### src/hdl/standby_pkg.sv
// Constants, timing counts and state encodings of the standby mode controller
package standby_pkg;

	// Start address locations in program memory
	localparam logic [15:0] VEC_NORMAL_LO = 16'h0002;
	localparam logic [15:0] VEC_NORMAL_HI = 16'h0003;
	localparam logic [15:0] VEC_BREAK_LO  = 16'h0004;
	localparam logic [15:0] VEC_BREAK_HI  = 16'h0005;

	// Interrupt level field encoding
	localparam logic [1:0] LVL_NONE     = 2'h0;
	localparam logic [1:0] LVL_MASKABLE = 2'h1;
	localparam logic [1:0] LVL_NMI      = 2'h2;
	localparam logic [1:0] LVL_EMU      = 2'h3;

	// Stop unlock codes, upper nibble only
	localparam logic [3:0] UNLOCK_FIRST_NIB  = 4'h5;
	localparam logic [3:0] UNLOCK_SECOND_NIB = 4'ha;

	// Wake-up pulse counts
	localparam logic [7:0]  RC_WAKE_TICKS      = 8'h80;
	localparam logic [13:0] SLOW_STABLE_PULSES = 14'h2000;
	localparam logic [12:0] FAST_STABLE_PULSES = 13'h1000;

	// Core clock and oscillator start times
	localparam int CLK_PERIOD_NS      = 40;
	localparam int SLOW_START_TIME_US = 1000;
	localparam int FAST_START_TIME_US = 100;
	localparam int SLOW_START_CYC     = (SLOW_START_TIME_US * 1000 + CLK_PERIOD_NS - 1)
		/ CLK_PERIOD_NS;
	localparam int FAST_START_CYC     = (FAST_START_TIME_US * 1000 + CLK_PERIOD_NS - 1)
		/ CLK_PERIOD_NS;

	typedef enum logic [3:0] {
		ST_RUN  = 4'h1,
		ST_HALT = 4'h2,
		ST_STOP = 4'h4,
		ST_WAKE = 4'h8
	} mode_t;

	typedef enum logic [2:0] {
		LK_LOCKED = 3'h1,
		LK_HALF   = 3'h2,
		LK_OPEN   = 3'h4
	} unlock_t;

endpackage : standby_pkg

### src/hdl/standby_mode_controller.sv
// Standby mode controller: reset vector, HALT, STOP and wake-up sequencing
// Operation
// - Hardware resets start from vector at 0002H/0003H
// - Break reset starts from vector at 0004H/0005H
// - Break at level two or more uses 0002H
// - Halt request bit write enters HALT
// - Enabled or watchdog request ends HALT, clears bit
// - Stop needs 5n then An unlock writes
// - Entering STOP relocks the stop unlock
// - STOP halts both oscillators, CPU, peripherals
// - Only enabled wake inputs end STOP
// - Slow wake restarts fast oscillator only if running
// - Slow wake releases after 128 RC ticks
// - Crystal switch after start time plus 8192 pulses
// - Fast wake releases after start plus 4096 pulses
// - Fast wake resumes slow clock after 128 ticks
// - Non-maskable wake vectors unless level is three
// - Maskable wake vectors only if enabled, level low
// - Level field encodes none, maskable, NMI, emulator
// - Accepted interrupt clears the master enable
`timescale 1ns/1ps
`default_nettype none

module standby_mode_controller #(
	parameter int SRC_N          = 8,
	parameter int TMR_W          = 24,
	parameter int SLOW_START_CYC = standby_pkg::SLOW_START_CYC,
	parameter int FAST_START_CYC = standby_pkg::FAST_START_CYC
) (
	input  wire logic             i_core_clk,
	input  wire logic             i_srst,
	input  wire logic             i_hw_reset_event,
	input  wire logic             i_break_exec,
	input  wire logic             i_sysrst_release,
	input  wire logic [1:0]       i_interrupt_level_field,
	input  wire logic             i_master_irq_enable,
	input  wire logic             i_halt_request_wr,
	input  wire logic             i_stop_request_wr,
	input  wire logic             i_stop_unlock_wr,
	input  wire logic [7:0]       i_stop_unlock_data,
	input  wire logic             i_watchdog_irq_req,
	input  wire logic [SRC_N-1:0] i_source_request_flag,
	input  wire logic [SRC_N-1:0] i_source_enable_flag,
	input  wire logic [3:0]       i_wake_request_flag,
	input  wire logic [3:0]       i_wake_enable_flag,
	input  wire logic             i_cpu_on_fast_clk,
	input  wire logic             i_fast_osc_running,
	input  wire logic             i_rc_clk,
	input  wire logic             i_slow_xtal_clk,
	input  wire logic             i_fast_osc_clk,
	output logic [15:0]           o_vec_lo_addr,
	output logic [15:0]           o_vec_hi_addr,
	output logic                  o_halt_request_bit,
	output logic                  o_stop_request_bit,
	output logic                  o_stop_unlocked,
	output logic                  o_cpu_run,
	output logic                  o_resume,
	output logic                  o_vector_entry,
	output logic                  o_mie_clear,
	output logic                  o_slow_osc_en,
	output logic                  o_fast_osc_en,
	output logic                  o_slow_periph_clk_en,
	output logic                  o_fast_periph_clk_en,
	output logic                  o_slow_clk_on_crystal,
	output logic                  o_slow_clock_switch_irq
);

	////////////////////////////////////////////////////////////////////////////
	// Declarations

	standby_pkg::mode_t   state_r;
	standby_pkg::mode_t   state_nxt;
	standby_pkg::unlock_t unlock_r;
	standby_pkg::unlock_t unlock_nxt;

	logic [2:0]       sync1_r;
	logic [2:0]       sync2_r;
	logic [2:0]       sync3_r;
	logic             brk_pending_r;
	logic             brk_alt_r;
	logic             fast_mode_r;
	logic             fast_was_on_r;
	logic             rc_busy_r;
	logic [7:0]       rc_cnt_r;
	logic             slow_busy_r;
	logic [TMR_W-1:0] slow_tmr_r;
	logic [13:0]      slow_pcnt_r;
	logic             fast_busy_r;
	logic [TMR_W-1:0] fast_tmr_r;
	logic [12:0]      fast_pcnt_r;

	////////////////////////////////////////////////////////////////////////////
	// Decoding

	// Oscillator pins are asynchronous; edges are taken past the second stage
	wire [2:0] osc_edge  = sync2_r & ~sync3_r;
	wire       rc_edge   = osc_edge[0];
	wire       slow_edge = osc_edge[1];
	wire       fast_edge = osc_edge[2];

	wire in_run  = (state_r == standby_pkg::ST_RUN);
	wire in_halt = (state_r == standby_pkg::ST_HALT);
	wire in_stop = (state_r == standby_pkg::ST_STOP);
	wire in_wake = (state_r == standby_pkg::ST_WAKE);

	wire lvl_high  = (i_interrupt_level_field >= standby_pkg::LVL_NMI);
	wire lvl_emu   = (i_interrupt_level_field == standby_pkg::LVL_EMU);
	wire lvl_low   = (i_interrupt_level_field == standby_pkg::LVL_NONE) ||
		(i_interrupt_level_field == standby_pkg::LVL_MASKABLE);

	wire nmi_wake  = i_watchdog_irq_req;
	wire mask_wake = |(i_source_request_flag & i_source_enable_flag);
	wire mask_vec  = i_master_irq_enable & lvl_low;
	wire halt_wake = in_halt & (nmi_wake | mask_wake);
	wire halt_vec  = (nmi_wake & ~lvl_emu) | (mask_wake & mask_vec);
	wire stop_wake = in_stop & (|(i_wake_request_flag & i_wake_enable_flag));

	wire first_code  = i_stop_unlock_wr &
		(i_stop_unlock_data[7:4] == standby_pkg::UNLOCK_FIRST_NIB);
	wire second_code = (i_stop_unlock_data[7:4] == standby_pkg::UNLOCK_SECOND_NIB);
	wire stop_enter  = in_run & i_stop_request_wr & (unlock_r == standby_pkg::LK_OPEN);
	wire halt_enter  = in_run & i_halt_request_wr & ~stop_enter;

	wire rc_done   = rc_busy_r & (rc_cnt_r == standby_pkg::RC_WAKE_TICKS);
	wire slow_tdone = (slow_tmr_r == TMR_W'(SLOW_START_CYC));
	wire fast_tdone = (fast_tmr_r == TMR_W'(FAST_START_CYC));
	wire slow_done = slow_busy_r & slow_tdone &
		(slow_pcnt_r == standby_pkg::SLOW_STABLE_PULSES);
	wire fast_done = fast_busy_r & fast_tdone &
		(fast_pcnt_r == standby_pkg::FAST_STABLE_PULSES);
	wire release_w = in_wake & (fast_mode_r ? fast_done : rc_done);
	wire accept    = (halt_wake & halt_vec) | (release_w & mask_vec);

	////////////////////////////////////////////////////////////////////////////
	// Next-state logic

	always_comb begin
		state_nxt = state_r;
		unique case (state_r)
			standby_pkg::ST_RUN: begin
				if (stop_enter)
					state_nxt = standby_pkg::ST_STOP;
				else if (halt_enter)
					state_nxt = standby_pkg::ST_HALT;
			end
			standby_pkg::ST_HALT: begin
				if (halt_wake)
					state_nxt = standby_pkg::ST_RUN;
			end
			standby_pkg::ST_STOP: begin
				if (stop_wake)
					state_nxt = standby_pkg::ST_WAKE;
			end
			standby_pkg::ST_WAKE: begin
				if (release_w)
					state_nxt = standby_pkg::ST_RUN;
			end
		endcase
	end

	always_comb begin
		unlock_nxt = unlock_r;
		unique case (unlock_r)
			standby_pkg::LK_LOCKED: begin
				if (first_code)
					unlock_nxt = standby_pkg::LK_HALF;
			end
			standby_pkg::LK_HALF: begin
				// Any other second write falls back to locked
				if (i_stop_unlock_wr)
					unlock_nxt = second_code ? standby_pkg::LK_OPEN : standby_pkg::LK_LOCKED;
			end
			standby_pkg::LK_OPEN: begin
				if (stop_enter)
					unlock_nxt = standby_pkg::LK_LOCKED;
			end
		endcase
	end

	////////////////////////////////////////////////////////////////////////////
	// Registers

	always_ff @(posedge i_core_clk) begin
		sync1_r <= {i_fast_osc_clk, i_slow_xtal_clk, i_rc_clk};
		sync2_r <= sync1_r;
		sync3_r <= sync2_r;
	end

	always_ff @(posedge i_core_clk) begin
		if (i_srst) begin
			state_r  <= standby_pkg::ST_RUN;
			unlock_r <= standby_pkg::LK_LOCKED;
		end else begin
			state_r  <= state_nxt;
			unlock_r <= unlock_nxt;
		end
	end

	// Reset vector selection; a break in the same cycle as a hardware reset wins
	always_ff @(posedge i_core_clk) begin
		if (i_srst) begin
			brk_pending_r <= 1'b0;
			brk_alt_r     <= 1'b0;
			o_vec_lo_addr <= standby_pkg::VEC_NORMAL_LO;
			o_vec_hi_addr <= standby_pkg::VEC_NORMAL_HI;
		end else begin
			if (i_break_exec) begin
				brk_pending_r <= 1'b1;
				brk_alt_r     <= lvl_high;
			end else if (i_hw_reset_event) begin
				brk_pending_r <= 1'b0;
			end
			if (i_sysrst_release) begin
				// Cause is used once, so a later release is not taken as a break
				if (!i_break_exec)
					brk_pending_r <= 1'b0;
				if (brk_pending_r && !brk_alt_r) begin
					o_vec_lo_addr <= standby_pkg::VEC_BREAK_LO;
					o_vec_hi_addr <= standby_pkg::VEC_BREAK_HI;
				end else begin
					o_vec_lo_addr <= standby_pkg::VEC_NORMAL_LO;
					o_vec_hi_addr <= standby_pkg::VEC_NORMAL_HI;
				end
			end
		end
	end

	always_ff @(posedge i_core_clk) begin
		if (i_srst) begin
			o_halt_request_bit <= 1'b0;
			o_stop_request_bit <= 1'b0;
			o_stop_unlocked    <= 1'b0;
			o_cpu_run          <= 1'b1;
			o_resume           <= 1'b0;
			o_vector_entry     <= 1'b0;
			o_mie_clear        <= 1'b0;
			fast_mode_r        <= 1'b0;
			fast_was_on_r      <= 1'b0;
		end else begin
			if (halt_enter)
				o_halt_request_bit <= 1'b1;
			else if (halt_wake)
				o_halt_request_bit <= 1'b0;
			if (stop_enter)
				o_stop_request_bit <= 1'b1;
			else if (stop_wake)
				o_stop_request_bit <= 1'b0;
			if (stop_enter) begin
				fast_mode_r   <= i_cpu_on_fast_clk;
				fast_was_on_r <= i_fast_osc_running;
			end
			o_stop_unlocked <= (unlock_nxt == standby_pkg::LK_OPEN);
			o_cpu_run       <= (state_nxt == standby_pkg::ST_RUN);
			o_resume        <= halt_wake | release_w;
			o_vector_entry  <= accept;
			o_mie_clear     <= accept;
		end
	end

	// Wake counters keep running after release until their own event is done
	always_ff @(posedge i_core_clk) begin
		if (i_srst || stop_enter) begin
			rc_busy_r   <= 1'b0;
			rc_cnt_r    <= 8'h00;
			slow_busy_r <= 1'b0;
			slow_tmr_r  <= '0;
			slow_pcnt_r <= 14'h0000;
			fast_busy_r <= 1'b0;
			fast_tmr_r  <= '0;
			fast_pcnt_r <= 13'h0000;
		end else if (stop_wake) begin
			rc_busy_r   <= 1'b1;
			slow_busy_r <= 1'b1;
			fast_busy_r <= fast_mode_r;
		end else begin
			if (rc_done)
				rc_busy_r <= 1'b0;
			else if (rc_busy_r && rc_edge)
				rc_cnt_r <= rc_cnt_r + 8'h01;
			if (slow_done)
				slow_busy_r <= 1'b0;
			else if (slow_busy_r && !slow_tdone)
				slow_tmr_r <= slow_tmr_r + TMR_W'(1);
			else if (slow_busy_r && slow_edge)
				slow_pcnt_r <= slow_pcnt_r + 14'h0001;
			if (fast_done)
				fast_busy_r <= 1'b0;
			else if (fast_busy_r && !fast_tdone)
				fast_tmr_r <= fast_tmr_r + TMR_W'(1);
			else if (fast_busy_r && fast_edge)
				fast_pcnt_r <= fast_pcnt_r + 13'h0001;
		end
	end

	always_ff @(posedge i_core_clk) begin
		if (i_srst) begin
			o_slow_osc_en           <= 1'b1;
			o_fast_osc_en           <= 1'b1;
			o_slow_periph_clk_en    <= 1'b1;
			o_fast_periph_clk_en    <= 1'b1;
			o_slow_clk_on_crystal   <= 1'b0;
			o_slow_clock_switch_irq <= 1'b0;
		end else begin
			o_slow_clock_switch_irq <= slow_done;
			if (stop_enter) begin
				o_slow_osc_en         <= 1'b0;
				o_fast_osc_en         <= 1'b0;
				o_slow_periph_clk_en  <= 1'b0;
				o_fast_periph_clk_en  <= 1'b0;
				o_slow_clk_on_crystal <= 1'b0;
			end else begin
				if (stop_wake) begin
					o_slow_osc_en <= 1'b1;
					o_fast_osc_en <= fast_mode_r | fast_was_on_r;
				end
				if (rc_done) begin
					o_slow_periph_clk_en <= 1'b1;
					if (!fast_mode_r && fast_was_on_r)
						o_fast_periph_clk_en <= 1'b1;
				end
				if (fast_done)
					o_fast_periph_clk_en <= 1'b1;
				if (slow_done)
					o_slow_clk_on_crystal <= 1'b1;
			end
		end
	end
endmodule : standby_mode_controller

`default_nettype wire

### config.mk
export PLATFORM = sky130hd
export DESIGN_NAME = standby_mode_controller
export DESIGN_NICKNAME = d
export VERILOG_FILES = /design/src/hdl/standby_pkg.sv /design/src/hdl/standby_mode_controller.sv
export SDC_FILE = /design/constraint.sdc
export NUM_CORES = 1
export LEC_CHECK = 0
export BUFFER_PORTS_ARGS = -buffer_cell sky130_fd_sc_hd__buf_4
export CAP_MARGIN = 10
export CELL_PAD_IN_SITES_DETAIL_PLACEMENT = 1
export CELL_PAD_IN_SITES_GLOBAL_PLACEMENT = 1
export CORE_ASPECT_RATIO = 0.8
export CORE_MARGIN = 5
export CORE_UTILIZATION = 43
export DETAILED_ROUTE_END_ITERATION = 8
export GPL_ROUTABILITY_DRIVEN = 0
export PLACE_DENSITY = 0.83
export SYNTH_ARGS = -nofsm -noshare
export SYNTH_HDL_FRONTEND = slang
export SYNTH_SLANG_ARGS = --single-unit
export TNS_END_PERCENT = 50
### constraint.sdc
create_clock -name i_core_clk -period 2.8 [get_ports i_core_clk]
set_clock_uncertainty 0.1 [all_clocks]
set_input_delay 0.42 -clock i_core_clk [delete_from_list [all_inputs] [get_ports i_core_clk]]
set_output_delay 0.42 -clock i_core_clk [all_outputs]
set_load 0.1 [all_outputs]
==> results of run 1 <==
==> tightest hold or removal path, delay by kind of cell <==
family / cells / cell delay (ns)
AND/OR/NAND/NOR: 2 / 0.13
buffers and inverters: 1 / 0.09
==> power groups by stage <==
stage          clock network (µW)  logic [µW]  registers (µW)
2_1_floorplan                   0         306            1830
3_3_place_gp                    0         422            1790
3_5_place_dp                    0         429            1790
4_1_cts                      2080         434            1760
5_1_grt                      2170         454            1760
6_report                     2060         436            1760
==> final cells by class <==
cell class,count,area [µm²]
fill,1625,6470
multi-input combinational,538,3290
sequential,120,2400
timing repair buffer,79,638
clock buffer,19,453
tap,180,225
inverter,28,105
clock inverter,13,104
==> per-stage QoR <==
step | setup slack (ns) | cells
after floorplan | 0.492 | 747
after global placement | 0.144 | 942
after detailed placement | 0.0535 | 942
after CTS | 0.158 | 977
after global routing | 0.0752 | 977
final | 0.184 | 977
==> cell families (layout without fill, tap and decap cells) <==
group / after synthesis / in the layout / synth area share (%)
other: 2 / 28 / 0.124
multiplexers: 5 / 5 / 0.828
XOR/XNOR: 32 / 32 / 4.64
AO/OA/AOI/OAI: 132 / 132 / 13.7
flip-flops: 120 / 120 / 39.7
buffers and inverters: 89 / 139 / 7.78
AND/OR/NAND/NOR: 331 / 331 / 31.1
adder cells (fa/ha/maj): 10 / 10 / 2.07
==> cell usage in the layout, fill, tap and decap left out, types with 16 or more instances in the layout <==
| cell | count |
|---|---|
| dfxtp_1 | 120 |
| buf_4 | 73 |
| nor2_1 | 59 |
| nand2_1 | 53 |
| a21oi_1 | 48 |
| nand3_1 | 44 |
| nand4_1 | 31 |
| inv_1 | 28 |
| conb_1 | 28 |
| or4_1 | 26 |
| o21ai_0 | 25 |
| xor2_1 | 20 |
| or3_1 | 18 |
| clkbuf_16 | 17 |
| nor4_1 | 16 |
| o31ai_1 | 16 |
==> per-layer routing <==
metal / share of wire (%) / track usage [%]
met1: 45 / 26.8
met2: 50 / 36.5
met3: 4.1 / 4.91
met4: 0.86 / 4.75
met5: 0 / 0
==> state kept, by name, summed over array words and instances (netlist names), 3 cells and up <==
| name | flops |
|---|---|
| fast_tmr_r | 24 |
| slow_tmr_r | 24 |
| slow_pcnt_r | 14 |
| fast_pcnt_r | 13 |
| rc_cnt_r | 8 |
| state_r | 4 |
| sync1_r | 3 |
| sync2_r | 3 |
| sync3_r | 3 |
| unlock_r | 3 |
==> worst paths after layout <==
kind / start / to / slack, ns
max: slow_pcnt_r[1] / slow_pcnt_r[11] / 0.18
min: i_break_exec / brk_pending_r / 0.16
max reg2reg: slow_pcnt_r[1] / slow_pcnt_r[11] / 0.18
min reg2reg: sync1_r[1] / sync2_r[1] / 0.23
==> timing repair <==
item	in CTS	in global routing
hold endpoints to repair	3	0
setup buffers	0	0
setup endpoints to repair	0	3
hold buffers	3	0
gates resized for setup	0	1
==> metrics.md, run 1 <==
| Metric | Value |
|---|---|
| Vias/cell | 5.77 |
| Most frequent cell after synthesis | dfxtp_1 |
| Largest net degree at the start of global routing | 60 |
| Final instance area | between 0.007 and 0.008 mm² |
| Worst path slowest cell | or4_1 |
| Critical path launch point type | flop |
| Power Density | between 500 and 600 mW/mm² |
| Run status | completed |
| Post-Route Setup TNS | 0 ns |
| Worst-margin pin slew | 0.869 ns |
| Tightest Hold Check Type | input pin to flop |
| Fin crit period | 2.62 ns |
| Clk buf depth | 2 |
| Seq/Total Area, Yosys | about two fifths |
| Final hold slack | roughly 0.16 ns |
| DRC | 0 |
| Post-DRT Antenna Nets | 0 |
| Total GRT Usage | a little over a fifth |
| CP cell instances | inv_1 > ha_1 > nor4b_1 > and4_4 > or4_1 > buf_12 > or4_1 > a21oi_1 |
| Clk pwr share | 48.5% |
| Initial antenna violation count | 0 |
| Async S/R FF share, synth | 0% |
| H-tree depth | 4 |
| Worst path top cell family by delay | simple AND/OR/NAND/NOR gates |
| Via count | ~5600 |
| Starting Density | 44.2% |
| Row cnt | 38 |
| GR Overflow Total | 0 |
| Total CTS buffers | 17 |
| Combinational power share | 10.2% |
| Synth cell count leaders | 120 x dfxtp_1, 59 x nor2_1, 53 x nand2_1 |
| Critical path depth | 8 |
| Area leader, netlist | dfxtp_1 |
| Critical path buffer and inverter count | 2 |
| Clock-pin transition on the worst setup and hold timing paths | approximately 0.060 ns |
| Syn Std Cell Area | just over 0.006 mm² |
| Chip Width | about 140 µm |
| Antenna Cells | 0 |
| Max-slew violations | 0 |
| Most used flip-flop cell after synthesis | dfxtp_1 |
| Core Region | roughly 0.014 mm² |
| CTS Sinks | 120 |
| Input/output buffers | between 60 and 70 |
| Util after Layout | a little over half |
| Worst-skew pair later-pin latency | roughly 0.42 ns |
| Period utilisation layout | about 93% |
| Synth top area share | slightly below 40% |
| Cell mode on critical path | or4_1 |
| Layout cells sized above 1 | between 10% and 20% |
| Max_cap viols | 0 |
| Synth Register Bits | between 100 and 150 |
| F_max | roughly 0.38 GHz |
| Area growth from synthesis to layout | 19.4% |
| Power after layout | 4260 µW |
| Synth top area cells | dfxtp_1 40%, a21oi_1 4.0%, buf_4 3.8% |
| Area of the die | roughly 0.017 mm² |
| Switching Share | 27.5% |
| Sw power | between 1000 and 1500 µW |
| Worst VDD drop | 0.443 mV |
| Starting DRC count in detailed routing | between 400 and 500 |
| Hold path depth | 3 |
| Die H | about 120 µm |
| Number of synthesized flops with an enable pin | 0 |
| WS Path Type | flop to flop |
| Worst r2r path cells | 8 |
| Post-layout net count | 843 |
| Seq pwr share | 41.3% |
| I/O pin cnt | 94 |
| Root Buffer | clkbuf_16 |
| Final wirelength | 17.2 mm |
| Required @ worst endpoint | slightly above 3 ns |
| Netlist cell types | 63 |
| Syn. warnings | 0 |
| Mapped Cells | ~700 |
| Fin. Hold Viols | 0 |
| Vias in the first global route | roughly 5800 |
| Placed Area | roughly 0.0066 mm² |
| Critical Path Max Stage Delay | roughly 0.55 ns |
| DRT Pass-1 Iters | 5 |
| Internal power | 3090 µW |
| Avg WL per Cell | between 15 and 20 µm |
| Avg Cell Area, Syn | around 8.4 µm² |
| First-pass GRT wire length | around 29 mm |
| CP Capture Type | flop |
| Max transition margin | between 40% and 50% |
| Setup-failing EPs final | 0 |
| Post-DP HPWL | roughly 12 mm |
| Crit path DAT | ~2.9 ns |
| Leakage power | around 0.0025 µW |
| CTS tree | built |
| Worst Path Max Fanout | 26 |
| RSZ-0062 raised after global routing | no |
No activity file was read; power rests on OpenSTA's default activity.
==> run 2, diff against run 1 <==
--- a/config.mk
+++ b/config.mk
@@ -5,16 +5,17 @@
 export SDC_FILE = /design/constraint.sdc
 export NUM_CORES = 1
 export LEC_CHECK = 0
+export ABC_AREA = 1
 export BUFFER_PORTS_ARGS = -buffer_cell sky130_fd_sc_hd__buf_4
 export CAP_MARGIN = 10
 export CELL_PAD_IN_SITES_DETAIL_PLACEMENT = 1
 export CELL_PAD_IN_SITES_GLOBAL_PLACEMENT = 1
 export CORE_ASPECT_RATIO = 0.8
 export CORE_MARGIN = 5
-export CORE_UTILIZATION = 43
+export CORE_UTILIZATION = 41
 export DETAILED_ROUTE_END_ITERATION = 8
 export GPL_ROUTABILITY_DRIVEN = 0
-export PLACE_DENSITY = 0.83
+export PLACE_DENSITY_LB_ADDON = 0.1
 export SYNTH_ARGS = -nofsm -noshare
 export SYNTH_HDL_FRONTEND = slang
 export SYNTH_SLANG_ARGS = --single-unit
==> metrics.md, run 2 <==
| Metric | Value |
|---|---|
| Post-Route Setup TNS | 0 ns (unchanged) |
| Row cnt | 42 (was 38) |
| RSZ-0062 raised after global routing | no (unchanged) |
| Syn. warnings | 0 (unchanged) |
| Worst VDD drop | 0.327 mV (was 0.443 mV) |
| Setup-failing EPs final | 0 (unchanged) |
| Post-DP HPWL | 14.5 mm (was 12.1 mm) |
| Fin. Hold Viols | 0 (unchanged) |
| Vias in the first global route | 6855 (was 5785) |
| Via count | 6796 (was 5634) |
| Commonest non-fill, non-tap cell in the layout | nand2_1 (was dfxtp_1) |
| Worst Path Max Fanout | 19 (was 26) |
| Clock-pin transition on the worst setup and hold timing paths | 0.06 ns (about the same) |
| Input/output buffers | 61 (unchanged) |
| Fin crit period | 2.14 ns (was 2.62 ns) |
| Antenna Cells | 0 (unchanged) |
| Area growth from synthesis to layout | 17.0% (was 19.4%) |
| Async S/R FF share, synth | 0% (unchanged) |
| Fill cells | 2212 (was 1625) |
| Synth top area share | 34.7% (was 39.7%) |
| Die H | 126 µm (was 116 µm) |
| Starting DRC count in detailed routing | 300 (was 403) |
| Final wirelength | 19.7 mm (was 17.2 mm) |
| CTS tree | built (unchanged) |
| Worst r2r src | slow_tmr_r[0] (was slow_pcnt_r[1]) |
| Crit path DAT | 2.40 ns (was 2.85 ns) |
| First-pass GRT wire length | 33.1 mm (was 28.6 mm) |
| Min-Delay Startpoint | i_break_exec (unchanged) |
| Total CTS buffers | 17 (unchanged) |
| Synth top area cells | dfxtp_1 35%, nand2_1 14%, nor2_1 6.8% (was dfxtp_1 40%, a21oi_1 4.0%, buf_4 3.8%) |
| Avg WL per Cell | 14.7 µm (was 17.6 µm) |
| Root Buffer | clkbuf_16 (unchanged) |
| Worst-margin pin slew | 0.750 ns (was 0.869 ns) |
| GR Overflow Total | 0 (unchanged) |
| Hold_buf cts | 3 (unchanged) |
| Core Region | 0.0166 mm² (was 0.0137 mm²) |
| Area leader, netlist | dfxtp_1 (unchanged) |
| Chip Width | 155 µm (was 143 µm) |
| Number of synthesized flops with an enable pin | 0 (unchanged) |
| Mapped Cells | 1038 (was 721) |
| Netlist cell types | 35 (was 63) |
| Max transition margin | 49.6% (was 42.0%) |
| Worst path slowest cell | dfxtp_1 (was or4_1) |
| Worst r2r path cells | 9 (was 8) |
| Required @ worst endpoint | 3.06 ns (was 3.04 ns) |
| Setup bufs post-CTS | 0 (unchanged) |
| Largest net degree at the start of global routing | 35 (was 60) |
| Area of the die | 0.0196 mm² (was 0.0165 mm²) |
| Vias/cell | 5.08 (was 5.77) |
| Final hold slack | 0.0880 ns (was 0.159 ns) |
| DRC | 0 (unchanged) |
| Dpl ws | 0.557 ns (was 0.0535 ns) |
| CTS resizes | 0 (unchanged) |
| DRT Pass-1 Iters | 5 (unchanged) |
| Top flop regs | fast_tmr_r x24, slow_tmr_r x24, slow_pcnt_r x14 (unchanged) |
| CP cell instances | inv_1 > ha_1 > nand4_1 > nor2_1 > nand3_1 > nand2_2 > inv_2 > o21ai_0 > a21oi_1 (was inv_1 > ha_1 > nor4b_1 > and4_4 > or4_1 > buf_12 > or4_1 > a21oi_1) |
| CP Capture Type | flop (unchanged) |
| Seq/Total Area, Yosys | 34.7% (was 39.7%) |
| Final worst setup slack | 0.656 ns (was 0.184 ns) |
| Crit path from | slow_tmr_r[0] (was slow_pcnt_r[1]) |
| Commonest cells after routing, fill and taps aside | 255 x nand2_1, 125 x nor2_1, 120 x dfxtp_1 (was 120 x dfxtp_1, 73 x buf_4, 59 x nor2_1) |
| CTS Sinks | 120 (unchanged) |
| Worst-skew pair later-pin latency | 0.43 ns (was 0.42 ns) |
| Tightest Hold Check Type | input pin to flop (unchanged) |
| Syn Std Cell Area | 0.00692 mm² (was 0.00605 mm²) |
| Critical path launch point type | flop (unchanged) |
| Layout cells sized above 1 | 11.5% (was 15.4%) |
| Clk buf depth | 2 (unchanged) |
| Max_cap viols | 0 (unchanged) |
| Leakage power | 0.00314 µW (was 0.00254 µW) |
| H-tree depth | 4 (unchanged) |
| Power Density | 543 mW/mm² (was 590 mW/mm²) |
| Initial antenna violation count | 0 (unchanged) |
| Avg Cell Area, Syn | 6.67 µm² (was 8.39 µm²) |
| I/O pin cnt | 94 (unchanged) |
| Total GRT Usage | 20.4% (was 21.1%) |
| Period utilisation layout | 76.6% (was 93.4%) |
| WS Path Type | flop to flop (unchanged) |
| Post-layout net count | 1163 (was 843) |
| Starting Density | 41.8% (was 44.2%) |
| Most used flip-flop cell after synthesis | dfxtp_1 (unchanged) |
| Power after layout | 4400 µW (was 4260 µW) |
| Synth cell count leaders | 255 x nand2_1, 125 x nor2_1, 120 x dfxtp_1 (was 120 x dfxtp_1, 59 x nor2_1, 53 x nand2_1) |
| Hold path depth | 2 (was 3) |
| Critical Path Max Stage Delay | 0.40 ns (was 0.55 ns) |
| Max-slew violations | 0 (unchanged) |
| Most frequent cell after synthesis | nand2_1 (was dfxtp_1) |
| Post-DRT Antenna Nets | 0 (unchanged) |
| Synth Register Bits | 120 (unchanged) |
| F_max | 0.466 GHz (was 0.382 GHz) |
| Run status | completed (unchanged) |
-- run 2: cell types whose count changed after synthesis, sizes merged, moves of 22 or more --
| cell | previous run | this run |
|---|---|---|
| nand2 | 53 | 258 |
| inv | 28 | 116 |
| nor2 | 59 | 132 |
| nand3 | 44 | 94 |
| a21oi | 48 | 83 |
| or4 | 28 | 0 |
| nor3 | 16 | 40 |
| xor2 | 20 | 42 |
-- run 2: kinds of logic (layout without fill, tap and decap cells) --
group,after synthesis,after routing,share of synthesized area (%)
xor gates and xnor gates,53,53,6.70
and+or+nand+nor,566,566,35.9
buffers and inverters,170,223,11.9
DFF,120,120,34.7
AOI/OAI and AO/OA,117,117,8.87
other,2,28,0.108
adders and majority gates,10,10,1.81
-- run 2: area by class of cell --
cell class	count	area, µm²	area share, %
inverter	116	435	5.38
timing repair buffer	75	583	7.20
multi-input combinational	774	3790	46.8
tap	220	275	3.40
clock buffer	24	492	6.07
sequential	120	2400	29.7
clock inverter	8	118	1.45
-- run 2: final timing paths --
kind | to | slack [ns]
max | slow_tmr_r[7] | 0.66
max reg2reg | slow_tmr_r[7] | 0.66
min | brk_alt_r | 0.09
min reg2reg | sync2_r[0] | 0.23
-- run 2: routing by layer --
metal / global-route usage (%) / vias up / wire length, µm
met1: 27.6 / 3223 / 9760
met5: 0 / - / 0
li1: - / 3430 / -
met3: 4.66 / 24 / 778
met4: 5.61 / 0 / 263
met2: 32.9 / 119 / 8890
-- run 2: power breakdown --
group	leakage, µW	total (µW)	switching [µW]	internal [µW]
combinational	0.00186	393	310	82.4
sequential	0.000972	1740	12.3	1730
clock	0.000300	2270	781	1490
total	0.00314	4400	1100	3300
-- run 2: per-stage QoR --
step / cells / util (%) / area, µm²
floorplan: 1064 / - / 7020
CTS: 1337 / 48.9 / 8100
global placement: 1302 / 45.1 / 7460
detailed placement: 1302 / 45.1 / 7460
finish: 1337 / 48.9 / 8100
global route: 1337 / 48.9 / 8100
-- run 2: critical path, delay by kind of cell (launching register included) --
family,cells,cell delay (ns)
and+or+nand+nor,4,0.55
DFF,1,0.40
adders and majority gates,1,0.24
AOI/OAI and AO/OA,2,0.33
buffers and inverters,2,0.46
==> run 3, diff against run 2 <==
--- a/config.mk
+++ b/config.mk
@@ -5,14 +5,14 @@
 export SDC_FILE = /design/constraint.sdc
 export NUM_CORES = 1
 export LEC_CHECK = 0
-export ABC_AREA = 1
+export ABC_AREA = 0
 export BUFFER_PORTS_ARGS = -buffer_cell sky130_fd_sc_hd__buf_4
 export CAP_MARGIN = 10
 export CELL_PAD_IN_SITES_DETAIL_PLACEMENT = 1
 export CELL_PAD_IN_SITES_GLOBAL_PLACEMENT = 1
 export CORE_ASPECT_RATIO = 0.8
 export CORE_MARGIN = 5
-export CORE_UTILIZATION = 41
+export CORE_UTILIZATION = 43
 export DETAILED_ROUTE_END_ITERATION = 8
 export GPL_ROUTABILITY_DRIVEN = 0
 export PLACE_DENSITY_LB_ADDON = 0.1
==> constraint.sdc (replaced) <==
create_clock -name i_core_clk -period 2 [get_ports i_core_clk]
set_clock_uncertainty 0.1 [all_clocks]
set_input_delay 0.3 -clock i_core_clk [delete_from_list [all_inputs] [get_ports i_core_clk]]
set_output_delay 0.3 -clock i_core_clk [all_outputs]
set_load 0.1 [all_outputs]
==> metrics.md, run 3 (synthesis results as in run 1) <==
| Metric | Value |
|---|---|
| Power after layout | 6230 µW (was 4400 µW) |
| Critical Path Max Stage Delay | 0.58 ns (was 0.40 ns) |
| Input/output buffers | 61 (unchanged) |
| Root Buffer | clkbuf_16 (unchanged) |
| Leakage power | 0.00365 µW (was 0.00314 µW) |
| Area growth from synthesis to layout | 55.0% (was 17.0%) |
| Die H | 116 µm (was 126 µm) |
| Worst path top cell family by delay | simple AND/OR/NAND/NOR gates (unchanged) |
| F_max | 0.403 GHz (was 0.466 GHz) |
| Largest net degree at the start of global routing | 20 (was 35) |
| Hold path depth | 3 (was 2) |
| GR Util met3 | 5.69% (was 4.66%) |
| Worst r2r path cells | 6 (was 9) |
| Antenna Cells | 0 (unchanged) |
| Reg2reg end | slow_pcnt_r[4] (was slow_tmr_r[7]) |
| Critical path launch point type | flop (unchanged) |
| CP Capture Type | flop (unchanged) |
| Min-Delay Startpoint | i_interrupt_level_field[1] (was i_break_exec) |
| Post-layout net count | 1016 (was 1163) |
| Worst-skew pair later-pin latency | 0.43 ns (about the same) |
| Fin. Hold Viols | 0 (unchanged) |
| Max_cap viols | 0 (unchanged) |
| Total GRT Usage | 28.1% (was 20.4%) |
| CTS Sinks | 120 (unchanged) |
| Clock-pin transition on the worst setup and hold timing paths | 0.06 ns (about the same) |
| Starting Density | 44.2% (was 41.8%) |
| Top flop regs | fast_tmr_r x24, slow_tmr_r x24, slow_pcnt_r x14 (unchanged) |
| GR Overflow Total | 0 (unchanged) |
| Vias in the first global route | 7257 (was 6855) |
| Commonest non-fill, non-tap cell in the layout | buf_4 (was nand2_1) |
| Run status | finished, violations left (was completed) |
| Total CTS buffers | 17 (unchanged) |
| Required @ worst endpoint | 2.25 ns (was 3.06 ns) |
| Worst r2r src | slow_tmr_r[15] (was slow_tmr_r[0]) |
| Final Non-Filler Cells | 1145 (was 1337) |
| Area of the die | 0.0165 mm² (was 0.0196 mm²) |
| H-tree depth | 4 (unchanged) |
| Chip Width | 143 µm (was 155 µm) |
| Starting DRC count in detailed routing | 594 (was 300) |
| WS Path Type | flop to flop (unchanged) |
| Via count | 7351 (was 6796) |
| Worst Path Max Fanout | 6 (was 19) |
| Core Region | 0.0137 mm² (was 0.0166 mm²) |
| Post-DP HPWL | 14.6 mm (was 14.5 mm) |
| Tightest Hold Check Type | input pin to flop (unchanged) |
| Row cnt | 38 (was 42) |
| Placed insts | 1073 (was 1302) |
| Gr busiest metal | met2 (unchanged) |
| Grt met2 use | 50.4% (was 32.9%) |
| Max transition margin | 54.5% (was 49.6%) |
| Critical path buffer and inverter count | 1 (was 2) |
| Power Density | 665 mW/mm² (was 543 mW/mm²) |
| Avg WL per Cell | 26.9 µm (was 14.7 µm) |
| Setup-failing EPs final | 60 (was 0) |
| Post-DRT Antenna Nets | 0 (unchanged) |
| Worst VDD drop | 0.646 mV (was 0.327 mV) |
| Final wirelength | 30.8 mm (was 19.7 mm) |
| Fill cells | 1531 (was 2212) |
| Final worst setup slack | -0.480 ns (was 0.656 ns) |
| Max-slew violations | 0 (unchanged) |
| Vias/cell | 6.42 (was 5.08) |
| First-pass GRT wire length | 37.0 mm (was 33.1 mm) |
| Fin crit period | 2.48 ns (was 2.14 ns) |
| CP cell instances | nor4b_2 > nand4_1 > buf_4 > or4_4 > or3_1 > a21oi_1 (was inv_1 > ha_1 > nand4_1 > nor2_1 > nand3_1 > nand2_2 > inv_2 > o21ai_0 > a21oi_1) |
| Clk buf depth | 2 (unchanged) |
| I/O pin cnt | 94 (unchanged) |
| Period utilisation layout | 124% (was 76.6%) |
| Crit path DAT | 2.73 ns (was 2.40 ns) |
| DRC | 0 (unchanged) |
| WHS Endpoint | brk_alt_r (unchanged) |
| CTS tree | built (unchanged) |
| Initial antenna violation count | 0 (unchanged) |
| RSZ-0062 raised after global routing | yes (was no) |
| Layout cells sized above 1 | 43.7% (was 11.5%) |
| GR Layer Usage met1 | 32.9% (was 27.6%) |
| Worst path slowest cell | or4_4 (was dfxtp_1) |
| DRT Pass-1 Iters | 5 (unchanged) |
| Commonest cells after routing, fill and taps aside | 220 x buf_4, 94 x dfxtp_1, 58 x nor2_1 (was 255 x nand2_1, 125 x nor2_1, 120 x dfxtp_1) |
| Worst-margin pin slew | 0.683 ns (was 0.750 ns) |
| FF-to-FF setup slack | -0.48 ns (was 0.66 ns) |
| Violated checks | negative setup slack |
[run 3: cell count changes in the layout (fill, tap and decap cells not counted), moves of 13 or more]
cell     previous run  this run
a21oi_1            83        36
buf_4              71       220
buf_6               0        19
dfxtp_1           120        94
dfxtp_2             0        25
inv_1             110        21
nand2_1           255        47
nand3_1            93        39
nor2_1            125        58
nor3_1             36        10
or3_1               0        13
or4_1               0        14
or4_4               0        17
xor2_1             42        20
[run 3: where the power goes]
group          switching [µW]  internal, µW
combinational             562           235
sequential               30.0          2420
clock                    1150          1830
[run 3: worst max-delay path by stage]
stage	start	to	slack, ns	cells past startpoint
global placement	i_wake_request_flag[0]	slow_pcnt_r[12]	-0.36	7
detailed placement	slow_tmr_r[10]	slow_pcnt_r[6]	-0.47	5
floorplan	slow_tmr_r[16]	slow_pcnt_r[4]	-0.12	7
CTS	slow_tmr_r[12]	slow_pcnt_r[10]	-0.26	6
finish	slow_tmr_r[15]	slow_pcnt_r[4]	-0.48	6
global route	slow_tmr_r[0]	slow_pcnt_r[10]	-0.55	8
[run 3: what timing repair did]
action / CTS / global route
pin swaps: 46 / 35
hold buffers: 3 / 0
endpoints found under the setup margin: 93 / 88
buffers inserted: 19 / 20
gates resized for setup: 88 / 91
gates cloned: 3 / 2
endpoints found under the hold margin: 3 / 0
[run 3: cell type report]
type / instances / area [µm²] / share of cell area [%]
well taps: 180 / 225 / 2.40
repair buffers: 249 / 2040 / 21.7
clock buffers: 23 / 498 / 5.31
multi-input cells: 541 / 4030 / 43.0
clock inverters: 4 / 45.0 / 0.481
inverters: 28 / 105 / 1.12
flip-flops and latches: 120 / 2440 / 26.0
[run 3: metrics by stage]
step	setup TNS, ns	util [%]	setup WS (ns)	instance area, µm²	hold slack [ns]
after floorplan	-1.44	-	-0.120	6250	0.210
after global placement	-14.01	55.9	-0.361	7650	0.211
after detailed placement	-18.01	55.9	-0.475	7650	0.214
after CTS	-4.93	64.2	-0.258	8790	0.0407
after global routing	-15.87	68.4	-0.549	9370	0.0568
final	-12.30	68.4	-0.480	9370	0.0562
[run 3: routing by layer]
| metal | wire, µm | up-vias |
|---|---|---|
| met5 | 0 | - |
| met4 | 1710 | 0 |
| met3 | 2590 | 150 |
| met2 | 15200 | 480 |
| met1 | 11300 | 3638 |
| li1 | - | 3083 |
[run 3: tightest hold or removal path, cell delays in order]
cell and delay (ns):
buf_4 0.09, mux2i_1 0.06, nor2_1 0.08
